==> src/verilog/ptc_pkg.sv <==
// constants, field layout and state types of the periodic timer control block
package ptc_pkg;

    // ****************************************
    // register word offsets (word index, haddr[4:2])
    // ****************************************
    localparam logic [2:0] PTC_IDX_RUN   = 3'h0;
    localparam logic [2:0] PTC_IDX_MODE  = 3'h1;
    localparam logic [2:0] PTC_IDX_PERL  = 3'h2;
    localparam logic [2:0] PTC_IDX_PERH  = 3'h3;
    localparam logic [2:0] PTC_IDX_DUTYL = 3'h4;
    localparam logic [2:0] PTC_IDX_DUTYH = 3'h5;
    localparam logic [2:0] PTC_IDX_CNTL  = 3'h6;
    localparam logic [2:0] PTC_IDX_CNTH  = 3'h7;

    // ****************************************
    // field positions
    // ****************************************
    localparam int PTC_PAU_BIT   = 7;
    localparam int PTC_CK_LSB    = 4;
    localparam int PTC_ON_BIT    = 3;
    localparam int PTC_MODE_LSB  = 6;
    localparam int PTC_IO_LSB    = 4;
    localparam int PTC_OC_BIT    = 3;
    localparam int PTC_POL_BIT   = 2;
    localparam int PTC_CAPTS_BIT = 1;
    localparam int PTC_CCLR_BIT  = 0;

    // ****************************************
    // encodings and limits
    // ****************************************
    localparam logic [1:0]  PTC_MODE_CMP  = 2'h0;
    localparam logic [1:0]  PTC_MODE_CAP  = 2'h1;
    localparam logic [1:0]  PTC_MODE_PWM  = 2'h2;
    localparam logic [1:0]  PTC_MODE_TMR  = 2'h3;
    localparam logic [15:0] PTC_MAX_NARROW = 16'h03FF;
    localparam logic [15:0] PTC_MAX_WIDE   = 16'hFFFF;
    localparam logic [5:0]  PTC_DIV4_MASK  = 6'h03;
    localparam logic [5:0]  PTC_DIV16_MASK = 6'h0F;
    localparam logic [5:0]  PTC_DIV64_MASK = 6'h3F;

    // ****************************************
    // types and reset values
    // ****************************************
    typedef struct packed {
        logic       pau;
        logic [2:0] ck;
        logic       on;
        logic [1:0] mode;
        logic [1:0] io;
        logic       oc;
        logic       pol;
        logic       capts;
        logic       cclr;
    } ptc_ctrl_s;

    typedef struct packed {
        ptc_ctrl_s   ctrl;
        logic [15:0] period;
        logic [15:0] duty;
        logic [15:0] cnt;
        logic [5:0]  pre;
        logic [2:0]  sy1;
        logic [2:0]  sy2;
        logic [2:0]  sy3;
        logic        pout;
        logic        pin;
        logic        oe;
        logic        wr_pend;
        logic        rd_pend;
        logic        hit;
        logic [2:0]  idx;
        logic        hreadyout;
        logic [31:0] hrdata;
        logic        hresp;
    } ptc_state_s;

    localparam ptc_ctrl_s   PTC_CTRL_RST   = '0;
    localparam logic [15:0] PTC_PERIOD_RST = 16'h0000;
    localparam logic [15:0] PTC_DUTY_RST   = 16'h0000;
    localparam logic [15:0] PTC_CNT_RST    = 16'h0000;

endpackage

==> src/verilog/ptc_periodic_timer.sv <==
// periodic timer: control, period and duty registers, counter and pin logic
//
// The AHB-Lite slave port and the address map were left to the implementer.
`timescale 1ns/1ns
module ptc_periodic_timer
    import ptc_pkg::*;
#(
    parameter bit WIDE_VARIANT = 1'b1
) (
    input  wire logic        hclk,
    input  wire logic        hresetn,
    input  wire logic        hsel,
    input  wire logic [31:0] haddr,
    input  wire logic [1:0]  htrans,
    input  wire logic        hwrite,
    input  wire logic [2:0]  hsize,
    input  wire logic [31:0] hwdata,
    input  wire logic        hready,
    output logic             hreadyout,
    output logic [31:0]      hrdata,
    output logic             hresp,
    input  wire logic        sub_clock_pin,
    input  wire logic        external_clock_pin,
    input  wire logic        capture_input_pin,
    output logic             timer_output_pin,
    output logic             timer_output_oe
);

    // ****************************************
    // width dependent limits
    // ****************************************
    // counter ceiling
    localparam logic [15:0] MAXV = WIDE_VARIANT ? PTC_MAX_WIDE : PTC_MAX_NARROW;

    ptc_state_s  s;
    ptc_state_s  n;
    logic        on_rise;
    logic        tick;
    logic        spm;
    logic        ext_rise;
    logic        ext_fall;
    logic        sub_rise;
    logic        cap_now;
    logic        cap_prev;
    logic        cap_edge;
    logic        at_max;
    logic        a_match;
    logic        p_match;
    logic        clr;
    logic        act;
    logic        lvl;
    logic [15:0] inc;

    // ****************************************
    // register read decode
    // ****************************************
    function automatic logic [7:0] reg_read(input logic [2:0] idx, input ptc_state_s st);
        logic [7:0] r;
        r = 8'h00;
        case (idx)
            PTC_IDX_RUN: begin
                r = {st.ctrl.pau, st.ctrl.ck, st.ctrl.on, 3'h0};
            end
            PTC_IDX_MODE: begin
                r = {st.ctrl.mode, st.ctrl.io, st.ctrl.oc, st.ctrl.pol, st.ctrl.capts, st.ctrl.cclr};
            end
            PTC_IDX_PERL: begin
                r = st.period[7:0];
            end
            PTC_IDX_PERH: begin
                r = st.period[15:8];
            end
            PTC_IDX_DUTYL: begin
                r = st.duty[7:0];
            end
            PTC_IDX_DUTYH: begin
                r = st.duty[15:8];
            end
            PTC_IDX_CNTL: begin
                r = st.cnt[7:0];
            end
            PTC_IDX_CNTH: begin
                r = st.cnt[15:8];
            end
            default: begin
                r = 8'h00;
            end
        endcase
        return r;
    endfunction

    // ****************************************
    // edge and prescale helpers
    // ****************************************
    function automatic logic rise_of(input logic now_v, input logic prev_v);
        return now_v & ~prev_v;
    endfunction

    function automatic logic fall_of(input logic now_v, input logic prev_v);
        return ~now_v & prev_v;
    endfunction

    // prescaler free-runs from reset, so divided ticks are not phase-aligned to the on bit
    function automatic logic pre_due(input logic [5:0] pre_v, input logic [5:0] mask_v);
        return (pre_v & mask_v) == mask_v;
    endfunction

    // ****************************************
    // next state
    // ****************************************
    always_comb begin
        n = s;
        on_rise = 1'b0;

        // ****************************************
        // pin synchronisers
        // ****************************************
        // pins pass three flops; edges only look at the second and third
        n.sy1 = {sub_clock_pin, external_clock_pin, capture_input_pin};
        n.sy2 = s.sy1;
        n.sy3 = s.sy2;
        sub_rise = rise_of(s.sy2[2], s.sy3[2]);
        ext_rise = rise_of(s.sy2[1], s.sy3[1]);
        ext_fall = fall_of(s.sy2[1], s.sy3[1]);
        n.pre = s.pre + 6'h01;

        // ****************************************
        // register bus
        // ****************************************
        // bus: writes take no wait, reads take one wait state
        n.hreadyout = 1'b1;
        n.hresp = 1'b0;
        n.wr_pend = 1'b0;
        n.rd_pend = 1'b0;
        if (s.rd_pend) begin
            n.hrdata = {24'h000000, s.hit ? reg_read(s.idx, s) : 8'h00};
        end
        if (hsel && htrans[1] && hready) begin
            n.wr_pend = hwrite;
            n.rd_pend = ~hwrite;
            n.idx = haddr[4:2];
            n.hit = (haddr[7:5] == 3'h0);
            if (!hwrite) begin
                n.hreadyout = 1'b0;
            end
        end

        if (s.wr_pend && s.hit) begin
            case (s.idx)
                PTC_IDX_RUN: begin
                    n.ctrl.pau = hwdata[PTC_PAU_BIT];
                    n.ctrl.ck = hwdata[PTC_CK_LSB +: 3];
                    n.ctrl.on = hwdata[PTC_ON_BIT];
                    on_rise = hwdata[PTC_ON_BIT] & ~s.ctrl.on;
                end
                PTC_IDX_MODE: begin
                    n.ctrl.mode = hwdata[PTC_MODE_LSB +: 2];
                    n.ctrl.io = hwdata[PTC_IO_LSB +: 2];
                    n.ctrl.oc = hwdata[PTC_OC_BIT];
                    n.ctrl.pol = hwdata[PTC_POL_BIT];
                    n.ctrl.capts = hwdata[PTC_CAPTS_BIT];
                    n.ctrl.cclr = hwdata[PTC_CCLR_BIT];
                end
                PTC_IDX_PERL: begin
                    n.period[7:0] = hwdata[7:0];
                end
                PTC_IDX_PERH: begin
                    n.period[15:8] = hwdata[7:0] & MAXV[15:8];
                end
                PTC_IDX_DUTYL: begin
                    n.duty[7:0] = hwdata[7:0];
                end
                PTC_IDX_DUTYH: begin
                    n.duty[15:8] = hwdata[7:0] & MAXV[15:8];
                end
                default: begin
                    n.hresp = 1'b0;
                end
            endcase
        end

        // ****************************************
        // counter
        // ****************************************
        // counter clock source
        case (s.ctrl.ck)
            3'h0: tick = pre_due(s.pre, PTC_DIV4_MASK);
            3'h1: tick = 1'b1;
            3'h2: tick = pre_due(s.pre, PTC_DIV16_MASK);
            3'h3: tick = pre_due(s.pre, PTC_DIV64_MASK);
            3'h4: tick = sub_rise;
            3'h5: tick = sub_rise;
            3'h6: tick = ext_rise;
            default: tick = ext_fall;
        endcase
        tick = tick & s.ctrl.on & ~s.ctrl.pau;

        // single pulse may also be armed by the external clock pin
        spm = (s.ctrl.mode == PTC_MODE_PWM) && (s.ctrl.io == 2'h3);
        if (spm && !s.ctrl.on && ext_rise) begin
            n.ctrl.on = 1'b1;
            on_rise = 1'b1;
        end

        inc = s.cnt + 16'h0001;
        at_max = (s.cnt == MAXV);
        a_match = tick && (inc == s.duty);
        p_match = tick && (inc == s.period) && (s.period != 16'h0000);

        // clear source in compare and timer modes
        if (s.ctrl.mode == PTC_MODE_CMP || s.ctrl.mode == PTC_MODE_TMR) begin
            clr = s.ctrl.cclr ? a_match : p_match;
        end else if (spm) begin
            clr = 1'b0;
        end else begin
            clr = p_match;
        end
        // a zero period lets the count run to overflow
        clr = clr | (tick && at_max);

        // restart from zero on switch on
        if (on_rise) begin
            n.cnt = PTC_CNT_RST;
            // compare mode pin back to initial level
            if (n.ctrl.mode == PTC_MODE_CMP) begin
                n.pout = n.ctrl.oc;
            end
        // a held count resumes where it stopped
        end else if (tick) begin
            n.cnt = clr ? PTC_CNT_RST : inc;
        end

        if (s.ctrl.mode == PTC_MODE_CMP && a_match && !on_rise) begin
            // driving a held level changes nothing
            case (s.ctrl.io)
                2'h1: n.pout = 1'b0;
                2'h2: n.pout = 1'b1;
                2'h3: n.pout = ~s.pout;
                default: n.pout = s.pout;
            endcase
        end

        // single pulse ends on A match by dropping the on bit
        if (spm && a_match && !on_rise) begin
            n.ctrl.on = 1'b0;
        end

        // ****************************************
        // capture
        // ****************************************
        // capture trigger source
        cap_now = s.ctrl.capts ? s.sy2[1] : s.sy2[0];
        cap_prev = s.ctrl.capts ? s.sy3[1] : s.sy3[0];
        case (s.ctrl.io)
            2'h0: cap_edge = rise_of(cap_now, cap_prev);
            2'h1: cap_edge = fall_of(cap_now, cap_prev);
            2'h2: cap_edge = cap_now ^ cap_prev;
            default: cap_edge = 1'b0;
        endcase
        // capture wins over a duty write in the same cycle
        if (s.ctrl.mode == PTC_MODE_CAP && s.ctrl.on && cap_edge) begin
            n.duty = s.cnt;
        end

        // ****************************************
        // output pin
        // ****************************************
        // pwm pin function; duty at or above period gives 100%
        case (n.ctrl.io)
            2'h0: act = 1'b0;
            2'h1: act = 1'b1;
            2'h2: act = n.ctrl.on && (n.cnt < n.duty);
            default: act = n.ctrl.on;
        endcase

        // oc is initial level or active level
        case (n.ctrl.mode)
            PTC_MODE_CMP: begin
                lvl = n.pout;
                n.oe = 1'b1;
            end
            PTC_MODE_PWM: begin
                lvl = act ? n.ctrl.oc : ~n.ctrl.oc;
                n.oe = 1'b1;
            end
            // timer and capture leave the pin alone
            default: begin
                lvl = 1'b0;
                n.oe = 1'b0;
            end
        endcase
        n.pin = n.oe & (lvl ^ n.ctrl.pol);
    end

    // ****************************************
    // state register
    // ****************************************
    always_ff @(posedge hclk or negedge hresetn) begin
        if (!hresetn) begin
            s <= '0;
            s.ctrl <= PTC_CTRL_RST;
            s.period <= PTC_PERIOD_RST;
            s.duty <= PTC_DUTY_RST;
            s.cnt <= PTC_CNT_RST;
            s.hreadyout <= 1'b1;
        end else begin
            s <= n;
        end
    end

    assign hreadyout = s.hreadyout;
    assign hrdata = s.hrdata;
    assign hresp = s.hresp;
    assign timer_output_pin = s.pin;
    assign timer_output_oe = s.oe;

endmodule

==> config.mk <==
export PLATFORM = sky130hd
export DESIGN_NAME = ptc_periodic_timer
export DESIGN_NICKNAME = d
export VERILOG_FILES = /design/src/verilog/ptc_pkg.sv /design/src/verilog/ptc_periodic_timer.sv
export SDC_FILE = /design/constraint.sdc
export NUM_CORES = 1
export LEC_CHECK = 0
export ABC_CLOCK_PERIOD_IN_PS = 7600
export BUFFER_PORTS_ARGS = -buffer_cell sky130_fd_sc_hd__buf_2
export CAP_MARGIN = 20
export CORE_AREA = 2 2 101 175
export CTS_CLUSTER_SIZE = 8
export DETAILED_ROUTE_END_ITERATION = 8
export DIE_AREA = 0 0 103 177
export HOLD_SLACK_MARGIN = 0.1
export SYNTH_ARGS = -nofsm -noshare
export SYNTH_HDL_FRONTEND = slang
export SYNTH_SLANG_ARGS = --single-unit
==> constraint.sdc <==
create_clock -name hclk -period 7.6 [get_ports hclk]
set_input_delay 1.52 -clock hclk [delete_from_list [all_inputs] [get_ports hclk]]
set_output_delay 1.52 -clock hclk [all_outputs]
set_load 0.01 [all_outputs]
== Word level (Yosys, flattened, before mapping) ==
Cells that the tools add are included.
Storage, ports and cells
  register bits: 94
Operators by class
  $add $sub $neg: 2
  reductions and logical operators: 34
  order comparisons: 1
  equal/unequal tests: 28
  bitwise logic cells: 22
  multiplexer cells: 35
Operators by type and width (count)
  $mux W16: 4
  $pmux W8 S8: 1
  $mux W8: 6
  $mux W41: 1
  $eq A16 B16 Y1: 2
  $eq A3 B3 Y1 const B: 7
  $logic_and A1 B1 Y1: 17
  $mux W1: 17
  $add A16 B1 Y16 const B: 1
  $eq A16 B16 Y1 const B: 1
  $lt A16 B16 Y1: 1
  $reduce_bool A16 Y1: 1
  $eq A2 B2 Y1 const B: 7
  $eq A3 B2 Y1 const B: 4
  $not A1 Y1: 10
  $and A1 B1 Y1: 9
  $logic_not A3 Y1: 3
  $pmux W1 S3: 3
  $logic_not A2 Y1: 4
  $reduce_and A2 Y1: 4
  $mux W7: 1
  $add A6 B1 Y6 const B: 1
  $eq A2 B1 Y1 const B: 3
  $eq A3 B1 Y1 const B: 2
  9 further kinds: 12

== Logic depth before layout (Yosys ltp) ==
Gate-level depths: netlist of run 1.
  depth after elaboration: 20
  depth in mapped cells: 24
  gate-level depth less buffers: 21

== Worst setup path before layout of run 1 ==
No wires, ideal clock.
  kind: register -> register
  start: register s[62] (netlist bit)
  end: register s (netlist bit timer_output_pin)
  setup time: 131 ps
  clock period less this slack: 4924 ps
  buffers on the path: 4
  data arrival time: 4793 ps
  stages on the path, launching flop included: 25
  path slack: 2676 ps
  path through: dfrtp_1 -> buf_6 -> nand4_4 -> buf_6 -> nor3_4 -> o32ai_1 -> or3_1 -> or4_4 -> a2111oi_4 -> or3_1 -> buf_6 -> buf_2 -> nor2_1 -> o21ai_0 -> a21oi_1 -> ha_1 -> a21o_1 -> a21o_1 -> a21oi_1 -> o211ai_1 -> a211oi_1 -> nor2_1 -> a221o_1 -> o2111a_1 -> or3_1
RTL lines
  start: declaration: RTL line ptc_periodic_timer.sv:35  | ptc_state_s s;
  start signal: assignment: RTL line ptc_periodic_timer.sv:307  | s <= n;

==> impl_metrics.env, run 1 <==
export IMPL_yosysUniqueCellTypes=74
export IMPL_start_util=0.391
export IMPL_crit_family="simple AND/OR/NAND/NOR gates"
export IMPL_clkTransAtPathRegs_ns=0.07
export IMPL_finalCritPeriodShare=0.852
export IMPL_crit_end="timer_output_pin"
export IMPL_crit_required_ns=7.83
export IMPL_ioPinCount=113
export IMPL_ys_seq_area_frac=0.356
export IMPL_relSlewSlack=0.250
export IMPL_slew_viol_final=0
export IMPL_clockBufferDepth=2
export IMPL_synth_seq_cells=94
export IMPL_n_antenna_cell=0
export IMPL_grt_pass1_vias=5335
export IMPL_multi_input_area_um2=3740
export IMPL_async_reset_ff_frac=1.00
export IMPL_nFillCells=1718
export IMPL_cts_htree_levels=3
export IMPL_arrival_ns=6.71
export IMPL_cp_num_cells=21
export IMPL_m1WireLength_um=7340
export IMPL_cts_resized=0
export IMPL_r2r_cells=21
export IMPL_maxUsedRoutingLayer="met4"
export IMPL_vias=5543
export IMPL_netlist_area_um2=6600
export IMPL_core_area_um2=16900
export IMPL_met2_length_um=10500
export IMPL_ir_drop_mv=0.125
export IMPL_hold_buffers=0
export IMPL_yosysTopAreaCell="dfrtp_1"
export IMPL_path_cells="ha_1, nand2_1, nor3_2, o22ai_1, nor4bb_1, nand4b_1, nor4_1, or3_1, nor2_1, o21ai_0, a21oi_1, ha_1, a21oi_1, nor2b_1, o21ai_0, o21ai_0, nor2_1, o21ai_0, a221o_1, o2111a_1, or3_1"
export IMPL_worst_slack_ns=1.12
export IMPL_power_switching_share=0.360
export IMPL_cp_start_kind="register"
export IMPL_hold_viol=0
export IMPL_rows=63
export IMPL_synthTopCellsByCount="dfrtp_1, nor2_1, a21oi_1"
export IMPL_vias_per_cell=5.79
export IMPL_die_area_um2=18200
export IMPL_finalWirelength_um=20500
export IMPL_wl_met3_um=926
export IMPL_numCtsBuffers=9
export IMPL_netlist_instances=724
export IMPL_tns_ns=0
export IMPL_min_period_ns=6.48
export IMPL_ys_warn_count=0
export IMPL_grt_pass1_wl_um=30700
export IMPL_synth_edf_count=0
export IMPL_critPathMaxFanout=14
export IMPL_grt_ovfl_total=0
export IMPL_syn_avg_cell_area_um2=9.12
export IMPL_combPwrFrac=0.299
export IMPL_wl_per_cell_um=21.4
export IMPL_fin_nets=825
export IMPL_cts_setup_buffers=0
export IMPL_synthTopCellsByArea="dfrtp_1, mux2_2, ha_1"
export IMPL_end_kind="register"
export IMPL_crit_start="s[58]"
export IMPL_cellPowerDensity_nw_per_um2=223
export IMPL_drc=0
export IMPL_hold_class="register to register"
export IMPL_status="finished clean"
export IMPL_port_buffers=33
export IMPL_grt_max_degree=59
export IMPL_pre_cts_ws_ns=1.31
export IMPL_seq_area_um2=2350
export IMPL_r2r_end="timer_output_pin"
export IMPL_synth_top_cell_area_share=0.352
export IMPL_finClkSkew_ns=0.0112
export IMPL_power_switching_uw=570
export IMPL_leakage_nw=3.19
export IMPL_grt_usage=0.230
export IMPL_gp_congestion=1.00
export IMPL_worst_pin_slew_ns=1.12
export IMPL_drive_gt1_frac=0.159
export IMPL_die_x_um=103
export IMPL_antenna_found_initial=0
export IMPL_grt_setup_unrepaired="no"
export IMPL_dp_hpwl_um=15700
export IMPL_power_frac_clock=0.312
export IMPL_yosysMostFrequentCell="dfrtp_1"
export IMPL_power_internal_mw=1.01
export IMPL_cts_tree="done"
export IMPL_fmax_ghz=0.154
export IMPL_synth_main_ff_cell="dfrtp_1"
export IMPL_max_stage_delay_ns=0.61
export IMPL_path_buf_inv=0
export IMPL_ant_nets=0
export IMPL_finalSetupViolCount=0
export IMPL_seqPwrFrac=0.388
export IMPL_maxCapViolations=0
export IMPL_critPathMostFrequentCell="o21ai_0"
export IMPL_cts_sinks=94
export IMPL_firstDrtPassIters=5
export IMPL_area_delta_synth_final_pct=7.58
export IMPL_path_class="register to register"
export IMPL_regToRegStartpoint="s[58]"
export IMPL_die_y_um=177
export IMPL_clock_latency_ns=0.36
export IMPL_clockRootBuffer="clkbuf_16"
export IMPL_dr_first_iter_drc_count=388
export IMPL_reg2reg_slack_ns=1.12
export IMPL_slowest_stage="nor3_2"
[state kept, by name, indices dropped and copies added (netlist names)]
name / count
timer_output_oe: 1
timer_output_pin: 1
s: 77
hrdata: 8
n: 6
hreadyout: 1
[placed cells by master (no fill, tap or decap), types with 12 or more instances in the layout]
cell	instances
a21oi_1	51
buf_2	32
buf_4	12
conb_1	25
dfrtp_1	93
ha_1	22
inv_1	42
mux2_2	36
mux2i_1	25
nand2_1	34
nand3_1	18
nand4_1	15
nor2_1	69
o21ai_0	27
xnor2_1	21
xor2_1	19
[how the worst min path moves through the flow]
| stage | cells after the start | from | slack (ns) | to |
|---|---|---|---|---|
| 4_1_cts | 0 | n[48] | 0.36 | n[45] |
| 3_3_place_gp | 0 | n[47] | 0.33 | n[44] |
| 3_5_place_dp | 0 | n[48] | 0.34 | n[45] |
| 2_1_floorplan | 0 | n[46] | 0.33 | n[43] |
| 6_report | 0 | n[46] | 0.35 | n[43] |
| 5_1_grt | 0 | n[47] | 0.36 | n[44] |
[per-stage QoR]
| step | instances | hold slack, ns | cell area (µm²) | util | power, mW |
|---|---|---|---|---|---|
| after global routing | 957 | 0.363 | 7100 | 0.421 | 1.65 |
| after global placement | 942 | 0.333 | 6780 | 0.402 | 1.08 |
| final | 957 | 0.350 | 7100 | 0.421 | 1.58 |
| after floorplan | 748 | 0.331 | 6690 | - | 0.941 |
| after detailed placement | 942 | 0.340 | 6780 | 0.402 | 1.09 |
| after CTS | 957 | 0.357 | 7100 | 0.421 | 1.59 |
[layout make-up]
type                            count  share of cell area
Sequential cell                    94               0.331
Multi-Input combinational cell    535               0.526
Timing Repair Buffer               44              0.0352
Clock buffer                        9              0.0317
Inverter                           42              0.0222
Tap cell                          227              0.0400
Clock inverter                      6              0.0134
[power groups by stage]
stage               logic (mW)  clock network (mW)  registers [mW]
finish                   0.474               0.494           0.614
global route             0.510               0.524           0.619
CTS                      0.468               0.509           0.612
detailed placement       0.465                   0           0.622
global placement         0.463                   0           0.622
floorplan                0.367                   0           0.574
[kinds of logic (layout without fill, tap and decap cells)]
| group | count (synthesis) | after routing | share of synthesized area |
|---|---|---|---|
| other | 1 | 25 | 0.000568 |
| DFF | 94 | 94 | 0.356 |
| and+or+nand+nor | 228 | 228 | 0.187 |
| AOI/OAI and AO/OA | 155 | 155 | 0.157 |
| muxes | 65 | 65 | 0.113 |
| buffers and inverters | 119 | 101 | 0.0911 |
| adders and majority gates | 22 | 22 | 0.0417 |
| xor gates and xnor gates | 40 | 40 | 0.0531 |
[routing by layer]
metal / track usage / vias up
met5: 0 / -
met4: 0.179 / 0
met3: 0.0316 / 80
met2: 0.399 / 259
met1: 0.243 / 2666
li1: - / 2538
Power figures use the tool's default switching activity.
==> run 2: changes to the inputs <==
--- a/config.mk
+++ b/config.mk
@@ -8,11 +8,12 @@
 export ABC_CLOCK_PERIOD_IN_PS = 7600
 export BUFFER_PORTS_ARGS = -buffer_cell sky130_fd_sc_hd__buf_2
 export CAP_MARGIN = 20
-export CORE_AREA = 2 2 101 175
+export CORE_AREA = 2 2 83 144
 export CTS_CLUSTER_SIZE = 8
 export DETAILED_ROUTE_END_ITERATION = 8
-export DIE_AREA = 0 0 103 177
+export DIE_AREA = 0 0 85 146
 export HOLD_SLACK_MARGIN = 0.1
+export PLACE_DENSITY = 0.83
 export SYNTH_ARGS = -nofsm -noshare
 export SYNTH_HDL_FRONTEND = slang
 export SYNTH_SLANG_ARGS = --single-unit
==> run 2 against run 1 <==
Compared with the run above: first-iteration DRC count up 77%; core utilization up 20 points; routed wire length up 2.7%; highest routed layer unchanged.
==> impl_metrics.env, run 2 (synthesis gave the netlist of run 1 again) <==
export IMPL_gp_congestion=1.01
export IMPL_final_cell_mix="dfrtp_1, nor2_1, a21oi_1, inv_1, mux2_2"
export IMPL_cts_tree="done"
export IMPL_clock_latency_ns=0.35
export IMPL_largest_register="s"
export IMPL_tns_ns=0
export IMPL_drc=0
export IMPL_leakage_nw=3.17
export IMPL_relSlewSlack=0.207
export IMPL_fmax_ghz=0.150
export IMPL_finalWirelength_um=21100
export IMPL_dp_hpwl_um=15700
export IMPL_core_area_um2=11200
export IMPL_wl_per_cell_um=24.5
export IMPL_numCtsBuffers=9
export IMPL_ir_drop_mv=0.152
export IMPL_cts_htree_levels=3
export IMPL_ioPinCount=113
export IMPL_cp_start_kind="register"
export IMPL_grt_ovfl_total=0
export IMPL_slew_viol_final=0
export IMPL_min_period_ns=6.67
export IMPL_hold_class="register to register"
export IMPL_crit_required_ns=7.82
export IMPL_worst_pin_slew_ns=1.18
export IMPL_arrival_ns=6.89
export IMPL_finClkSkew_ns=0.00718
export IMPL_cts_setup_buffers=0
export IMPL_end_kind="register"
export IMPL_start_util=0.591
export IMPL_hold_viol=0
export IMPL_vias=5811
export IMPL_path_class="register to register"
export IMPL_antenna_found_initial=0
export IMPL_area_delta_synth_final_pct=5.33
export IMPL_grt_usage=0.347
export IMPL_hold_buffers=0
export IMPL_firstDrtPassIters=5
export IMPL_grt_setup_unrepaired="no"
export IMPL_nFillCells=957
export IMPL_rows=51
export IMPL_multi_input_area_um2=3750
export IMPL_grt_max_degree=63
export IMPL_vias_per_cell=6.74
export IMPL_final_common_cell="dfrtp_1"
export IMPL_port_buffers=33
export IMPL_largest_reg_flops=77
export IMPL_drive_gt1_frac=0.162
export IMPL_n_antenna_cell=0
export IMPL_power_mw=1.54
export IMPL_critPathMaxFanout=13
export IMPL_fin_nets=825
export IMPL_die_area_um2=12400
export IMPL_finalCritPeriodShare=0.878
export IMPL_cts_resized=0
export IMPL_placed_cells=847
export IMPL_clockBufferDepth=2
export IMPL_seq_area_um2=2350
export IMPL_clockRootBuffer="clkbuf_16"
export IMPL_dr_first_iter_drc_count=685
export IMPL_status="finished clean"
export IMPL_fin_cells=862
export IMPL_grt_pass1_wl_um=32700
export IMPL_clkTransAtPathRegs_ns=0.07
export IMPL_grt_pass1_vias=5778
export IMPL_ant_nets=0
export IMPL_maxCapViolations=0
export IMPL_cts_sinks=94
export IMPL_die_x_um=85
export IMPL_die_y_um=146
export IMPL_finalSetupViolCount=0
export IMPL_cellPowerDensity_nw_per_um2=222
-- run 2: area by class of cell --
class | count | area share
sequential | 94 | 0.338
inverter | 42 | 0.0227
clock inverter | 6 | 0.00792
tap | 132 | 0.0237
timing repair buffer | 44 | 0.0360
clock buffer | 9 | 0.0324
multi-input combinational | 535 | 0.539
-- run 2: report_power, final --
part | internal, mW | switching [mW]
combinational | 0.187 | 0.307
sequential | 0.537 | 0.0744
clock | 0.227 | 0.210
total | 0.951 | 0.591
-- run 2: critical path, cell delays in order (launching register included) --
cell and delay, ns:
dfrtp_1 0.58, ha_1 0.42, nand3_1 0.41, nor2_1 0.39
o2111ai_1 0.22, a2111oi_0 0.36, nand4_1 0.28, a2111oi_4 0.39
or3_1 0.55, buf_4 0.28, nor2_1 0.05, o21ai_0 0.15
a21oi_1 0.10, ha_1 0.33, a21oi_1 0.14, nor2b_1 0.06
o21ai_0 0.42, o21ai_0 0.16, nor2_1 0.18, o21ai_0 0.13
a221o_1 0.39, o2111a_1 0.16, or3_1 0.38
-- run 2: worst paths after layout --
kind,from,to,slack (ns),cells past startpoint
worst min register to register,n[48],n[45],0.35,0
worst max-delay path,s[58],timer_output_pin,0.93,22
min in group asynchronous,hresetn,s[104],1.10,1
worst min-delay path,n[48],n[45],0.35,0
worst max register to register,s[58],timer_output_pin,0.93,22
max in group asynchronous,hresetn,s[107],5.35,2
-- run 2: metal layers --
metal,GRT usage,vias up,routed length [µm]
li1,-,2540,-
met1,0.385,2774,7300
met2,0.598,369,10700
met3,0.0522,128,1280
met4,0.231,0,1810
met5,0,-,0
-- run 2: through the flow --
stage	area [µm²]	setup slack [ns]	hold slack, ns	util
after floorplan	6690	2.68	0.331	-
after global placement	6670	1.42	0.332	0.598
after detailed placement	6670	1.34	0.336	0.598
after CTS	6950	1.33	0.355	0.623
after global routing	6950	0.489	0.369	0.623
final	6950	0.927	0.352	0.623
==> run 3: changes to the inputs <==
--- a/config.mk
+++ b/config.mk
@@ -5,13 +5,14 @@
 export SDC_FILE = /design/constraint.sdc
 export NUM_CORES = 1
 export LEC_CHECK = 0
+export ABC_AREA = 1
 export ABC_CLOCK_PERIOD_IN_PS = 7600
 export BUFFER_PORTS_ARGS = -buffer_cell sky130_fd_sc_hd__buf_2
 export CAP_MARGIN = 20
-export CORE_AREA = 2 2 83 144
+export CORE_AREA = 2 2 80 140
 export CTS_CLUSTER_SIZE = 8
 export DETAILED_ROUTE_END_ITERATION = 8
-export DIE_AREA = 0 0 85 146
+export DIE_AREA = 0 0 82 142
 export HOLD_SLACK_MARGIN = 0.1
 export PLACE_DENSITY = 0.83
 export SYNTH_ARGS = -nofsm -noshare
==> run 3 against run 2 <==
Compared with the run above: routed wire length is 8.6% lower; combinational power decreased by 15%; highest routed layer unchanged; design area is 4.0% lower; register-to-register slack better by 1.7 ns; clock skew is 0.0044 ns higher; die area down 6.2%; clock power grew 29%; clock-buffer cell count increased by 1; critical path depth up 10; sequential share of layout area grew 1.4 points.
==> impl_metrics.env, run 3 <==
export IMPL_largest_reg_flops=77
export IMPL_hold_buffers=0
export IMPL_largest_register="s"
export IMPL_slew_viol_final=0
export IMPL_final_cell_mix="nand2_1, inv_1, dfrtp_1, o21ai_0, nand3_1"
export IMPL_leakage_nw=3.67
export IMPL_synth_seq_cells=94
export IMPL_netlist_area_um2=6160
export IMPL_wl_met3_um=1370
export IMPL_die_y_um=142
export IMPL_power_frac_clock=0.341
export IMPL_status="finished clean"
export IMPL_clockRootBuffer="clkbuf_16"
export IMPL_cts_resized=0
export IMPL_hold_class="register to register"
export IMPL_max_stage_delay_ns=0.51
export IMPL_seqPwrFrac=0.404
export IMPL_rows=50
export IMPL_cellPowerDensity_nw_per_um2=248
export IMPL_wl_per_cell_um=18.9
export IMPL_worst_pin_slew_ns=0.730
export IMPL_m1WireLength_um=6500
export IMPL_dr_first_iter_drc_count=638
export IMPL_arrival_ns=5.24
export IMPL_whs_ns=0.357
export IMPL_maxCapViolations=0
export IMPL_nFillCells=937
export IMPL_final_common_cell="nand2_1"
export IMPL_finalWirelength_um=19300
export IMPL_multi_input_area_um2=3150
export IMPL_critPathMostFrequentCell="nand2_1"
export IMPL_path_class="register to register"
export IMPL_hold_viol=0
export IMPL_vias_per_cell=5.92
export IMPL_vias=6047
export IMPL_synth_main_ff_cell="dfrtp_1"
export IMPL_power_internal_mw=1.08
export IMPL_die_x_um=82
export IMPL_ir_drop_mv=0.191
export IMPL_core_area_um2=10500
export IMPL_async_reset_ff_frac=1.00
export IMPL_yosysTopAreaCell="dfrtp_1"
export IMPL_relSlewSlack=0.510
export IMPL_cp_start_kind="register"
export IMPL_slowest_stage="inv_1"
export IMPL_end_kind="register"
export IMPL_design_area_um2=6680
export IMPL_combPwrFrac=0.254
export IMPL_critPathMaxFanout=20
export IMPL_yosysUniqueCellTypes=41
export IMPL_n_antenna_cell=0
export IMPL_drc=0
export IMPL_synth_top_cell_area_share=0.378
export IMPL_grt_ovfl_total=0
export IMPL_die_area_um2=11600
export IMPL_ys_seq_area_frac=0.382
export IMPL_cts_sinks=94
export IMPL_ys_warn_count=0
export IMPL_min_period_ns=5.00
export IMPL_grt_pass1_vias=5856
export IMPL_tns_ns=0
export IMPL_synthTopCellsByCount="nand2_1, inv_1, dfrtp_1"
export IMPL_yosysMostFrequentCell="nand2_1"
export IMPL_grt_setup_unrepaired="no"
export IMPL_cts_tree="done"
export IMPL_grt_max_degree=60
export IMPL_clock_latency_ns=0.35
export IMPL_clkTransAtPathRegs_ns=0.07
export IMPL_firstDrtPassIters=6
export IMPL_synth_edf_count=0
export IMPL_antenna_found_initial=0
export IMPL_cts_setup_buffers=0
export IMPL_ant_nets=0
export IMPL_ioPinCount=113
export IMPL_grt_pass1_wl_um=30100
export IMPL_placed_area_um2=6300
export IMPL_grt_usage=0.354
export IMPL_seq_area_um2=2350
export IMPL_numCtsBuffers=9
export IMPL_synthTopCellsByArea="dfrtp_1, nand2_1, o21ai_0"
export IMPL_crit_required_ns=7.84
export IMPL_gp_congestion=1.04
export IMPL_dp_hpwl_um=14600
export IMPL_clockBufferDepth=2
export IMPL_drive_gt1_frac=0.0875
export IMPL_maxUsedRoutingLayer="met4"
export IMPL_power_switching_uw=569
export IMPL_start_util=0.586
export IMPL_netlist_instances=863
export IMPL_syn_avg_cell_area_um2=7.14
export IMPL_finClkSkew_ns=0.0116
export IMPL_area_delta_synth_final_pct=8.41
export IMPL_fmax_ghz=0.200
export IMPL_met2_length_um=9560
export IMPL_cts_htree_levels=3
export IMPL_finalCritPeriodShare=0.658
export IMPL_fin_nets=985
export IMPL_finalSetupViolCount=0
export IMPL_port_buffers=33
export IMPL_power_switching_share=0.344
[run 3: cell count changes after synthesis, sizes merged, moves of 11 or more]
cell | before | now
xnor2 | 21 | 2
xor2 | 19 | 8
mux2i | 25 | 0
o21ai | 27 | 91
nor4 | 13 | 1
inv | 42 | 118
mux2 | 36 | 0
or3 | 11 | 0
clkbuf | 33 | 15
nand2 | 34 | 242
nand3 | 20 | 79
a21oi | 51 | 30
[run 3: area by class of cell]
| type | count | share of cell area |
|---|---|---|
| Multi-Input combinational cell | 626 | 0.471 |
| Inverter | 118 | 0.0663 |
| Sequential cell | 94 | 0.352 |
| Clock buffer | 10 | 0.0358 |
| Timing Repair Buffer | 37 | 0.0296 |
| Clock inverter | 6 | 0.0206 |
| Tap cell | 130 | 0.0244 |
[run 3: final timing paths]
check,from,endpoint,slack (ns),depth (start not counted)
hold reg to reg,n[48],n[45],0.36,0
max in group asynchronous,hresetn,s[85],5.37,2
setup / recovery,s[52],timer_output_pin,2.60,32
hold / removal,n[48],n[45],0.36,0
min in group asynchronous,hresetn,s[66],1.12,1
setup reg to reg,s[52],timer_output_pin,2.60,32
[run 3: routing by layer]
layer	GRT usage	vias up
li1	-	2808
met1	0.386	2776
met2	0.591	339
met3	0.0571	124
met4	0.276	0
met5	0	-
[run 3: power by group through the flow]
stage / Sequential (mW) / Clock (mW) / Combinational [mW]
finish: 0.668 / 0.564 / 0.421
CTS: 0.662 / 0.566 / 0.413
global route: 0.672 / 0.582 / 0.475
floorplan: 0.627 / 0 / 0.317
global placement: 0.669 / 0 / 0.396
detailed placement: 0.671 / 0 / 0.408
[run 3: stage by stage]
step	cells	util	setup WS (ns)	power [mW]
floorplan	887	-	3.87	0.944
global placement	1005	0.600	2.97	1.07
detailed placement	1005	0.600	2.92	1.08
CTS	1021	0.635	2.84	1.64
global route	1021	0.635	2.10	1.73
finish	1021	0.635	2.60	1.65
[run 3: critical path, delay by kind of cell, from the launching register on]
| kind | cells | cell delay [ns] |
|---|---|---|
| and+or+nand+nor | 23 | 2.52 |
| AOI/OAI and AO/OA | 5 | 0.71 |
| buffers and inverters | 2 | 0.74 |
| adders and majority gates | 2 | 0.53 |
| DFF | 1 | 0.37 |
[run 3: logic make-up (layout without fill, tap and decap cells)]
logic type	count (synthesis)	count (layout)	synth area share
simple gates	414	414	0.295
fa+ha+maj	22	22	0.0447
other cells	1	25	0.000609
xor+xnor	10	10	0.0142
flops	94	94	0.382
buf+inv	167	171	0.122
compound gates	155	155	0.141
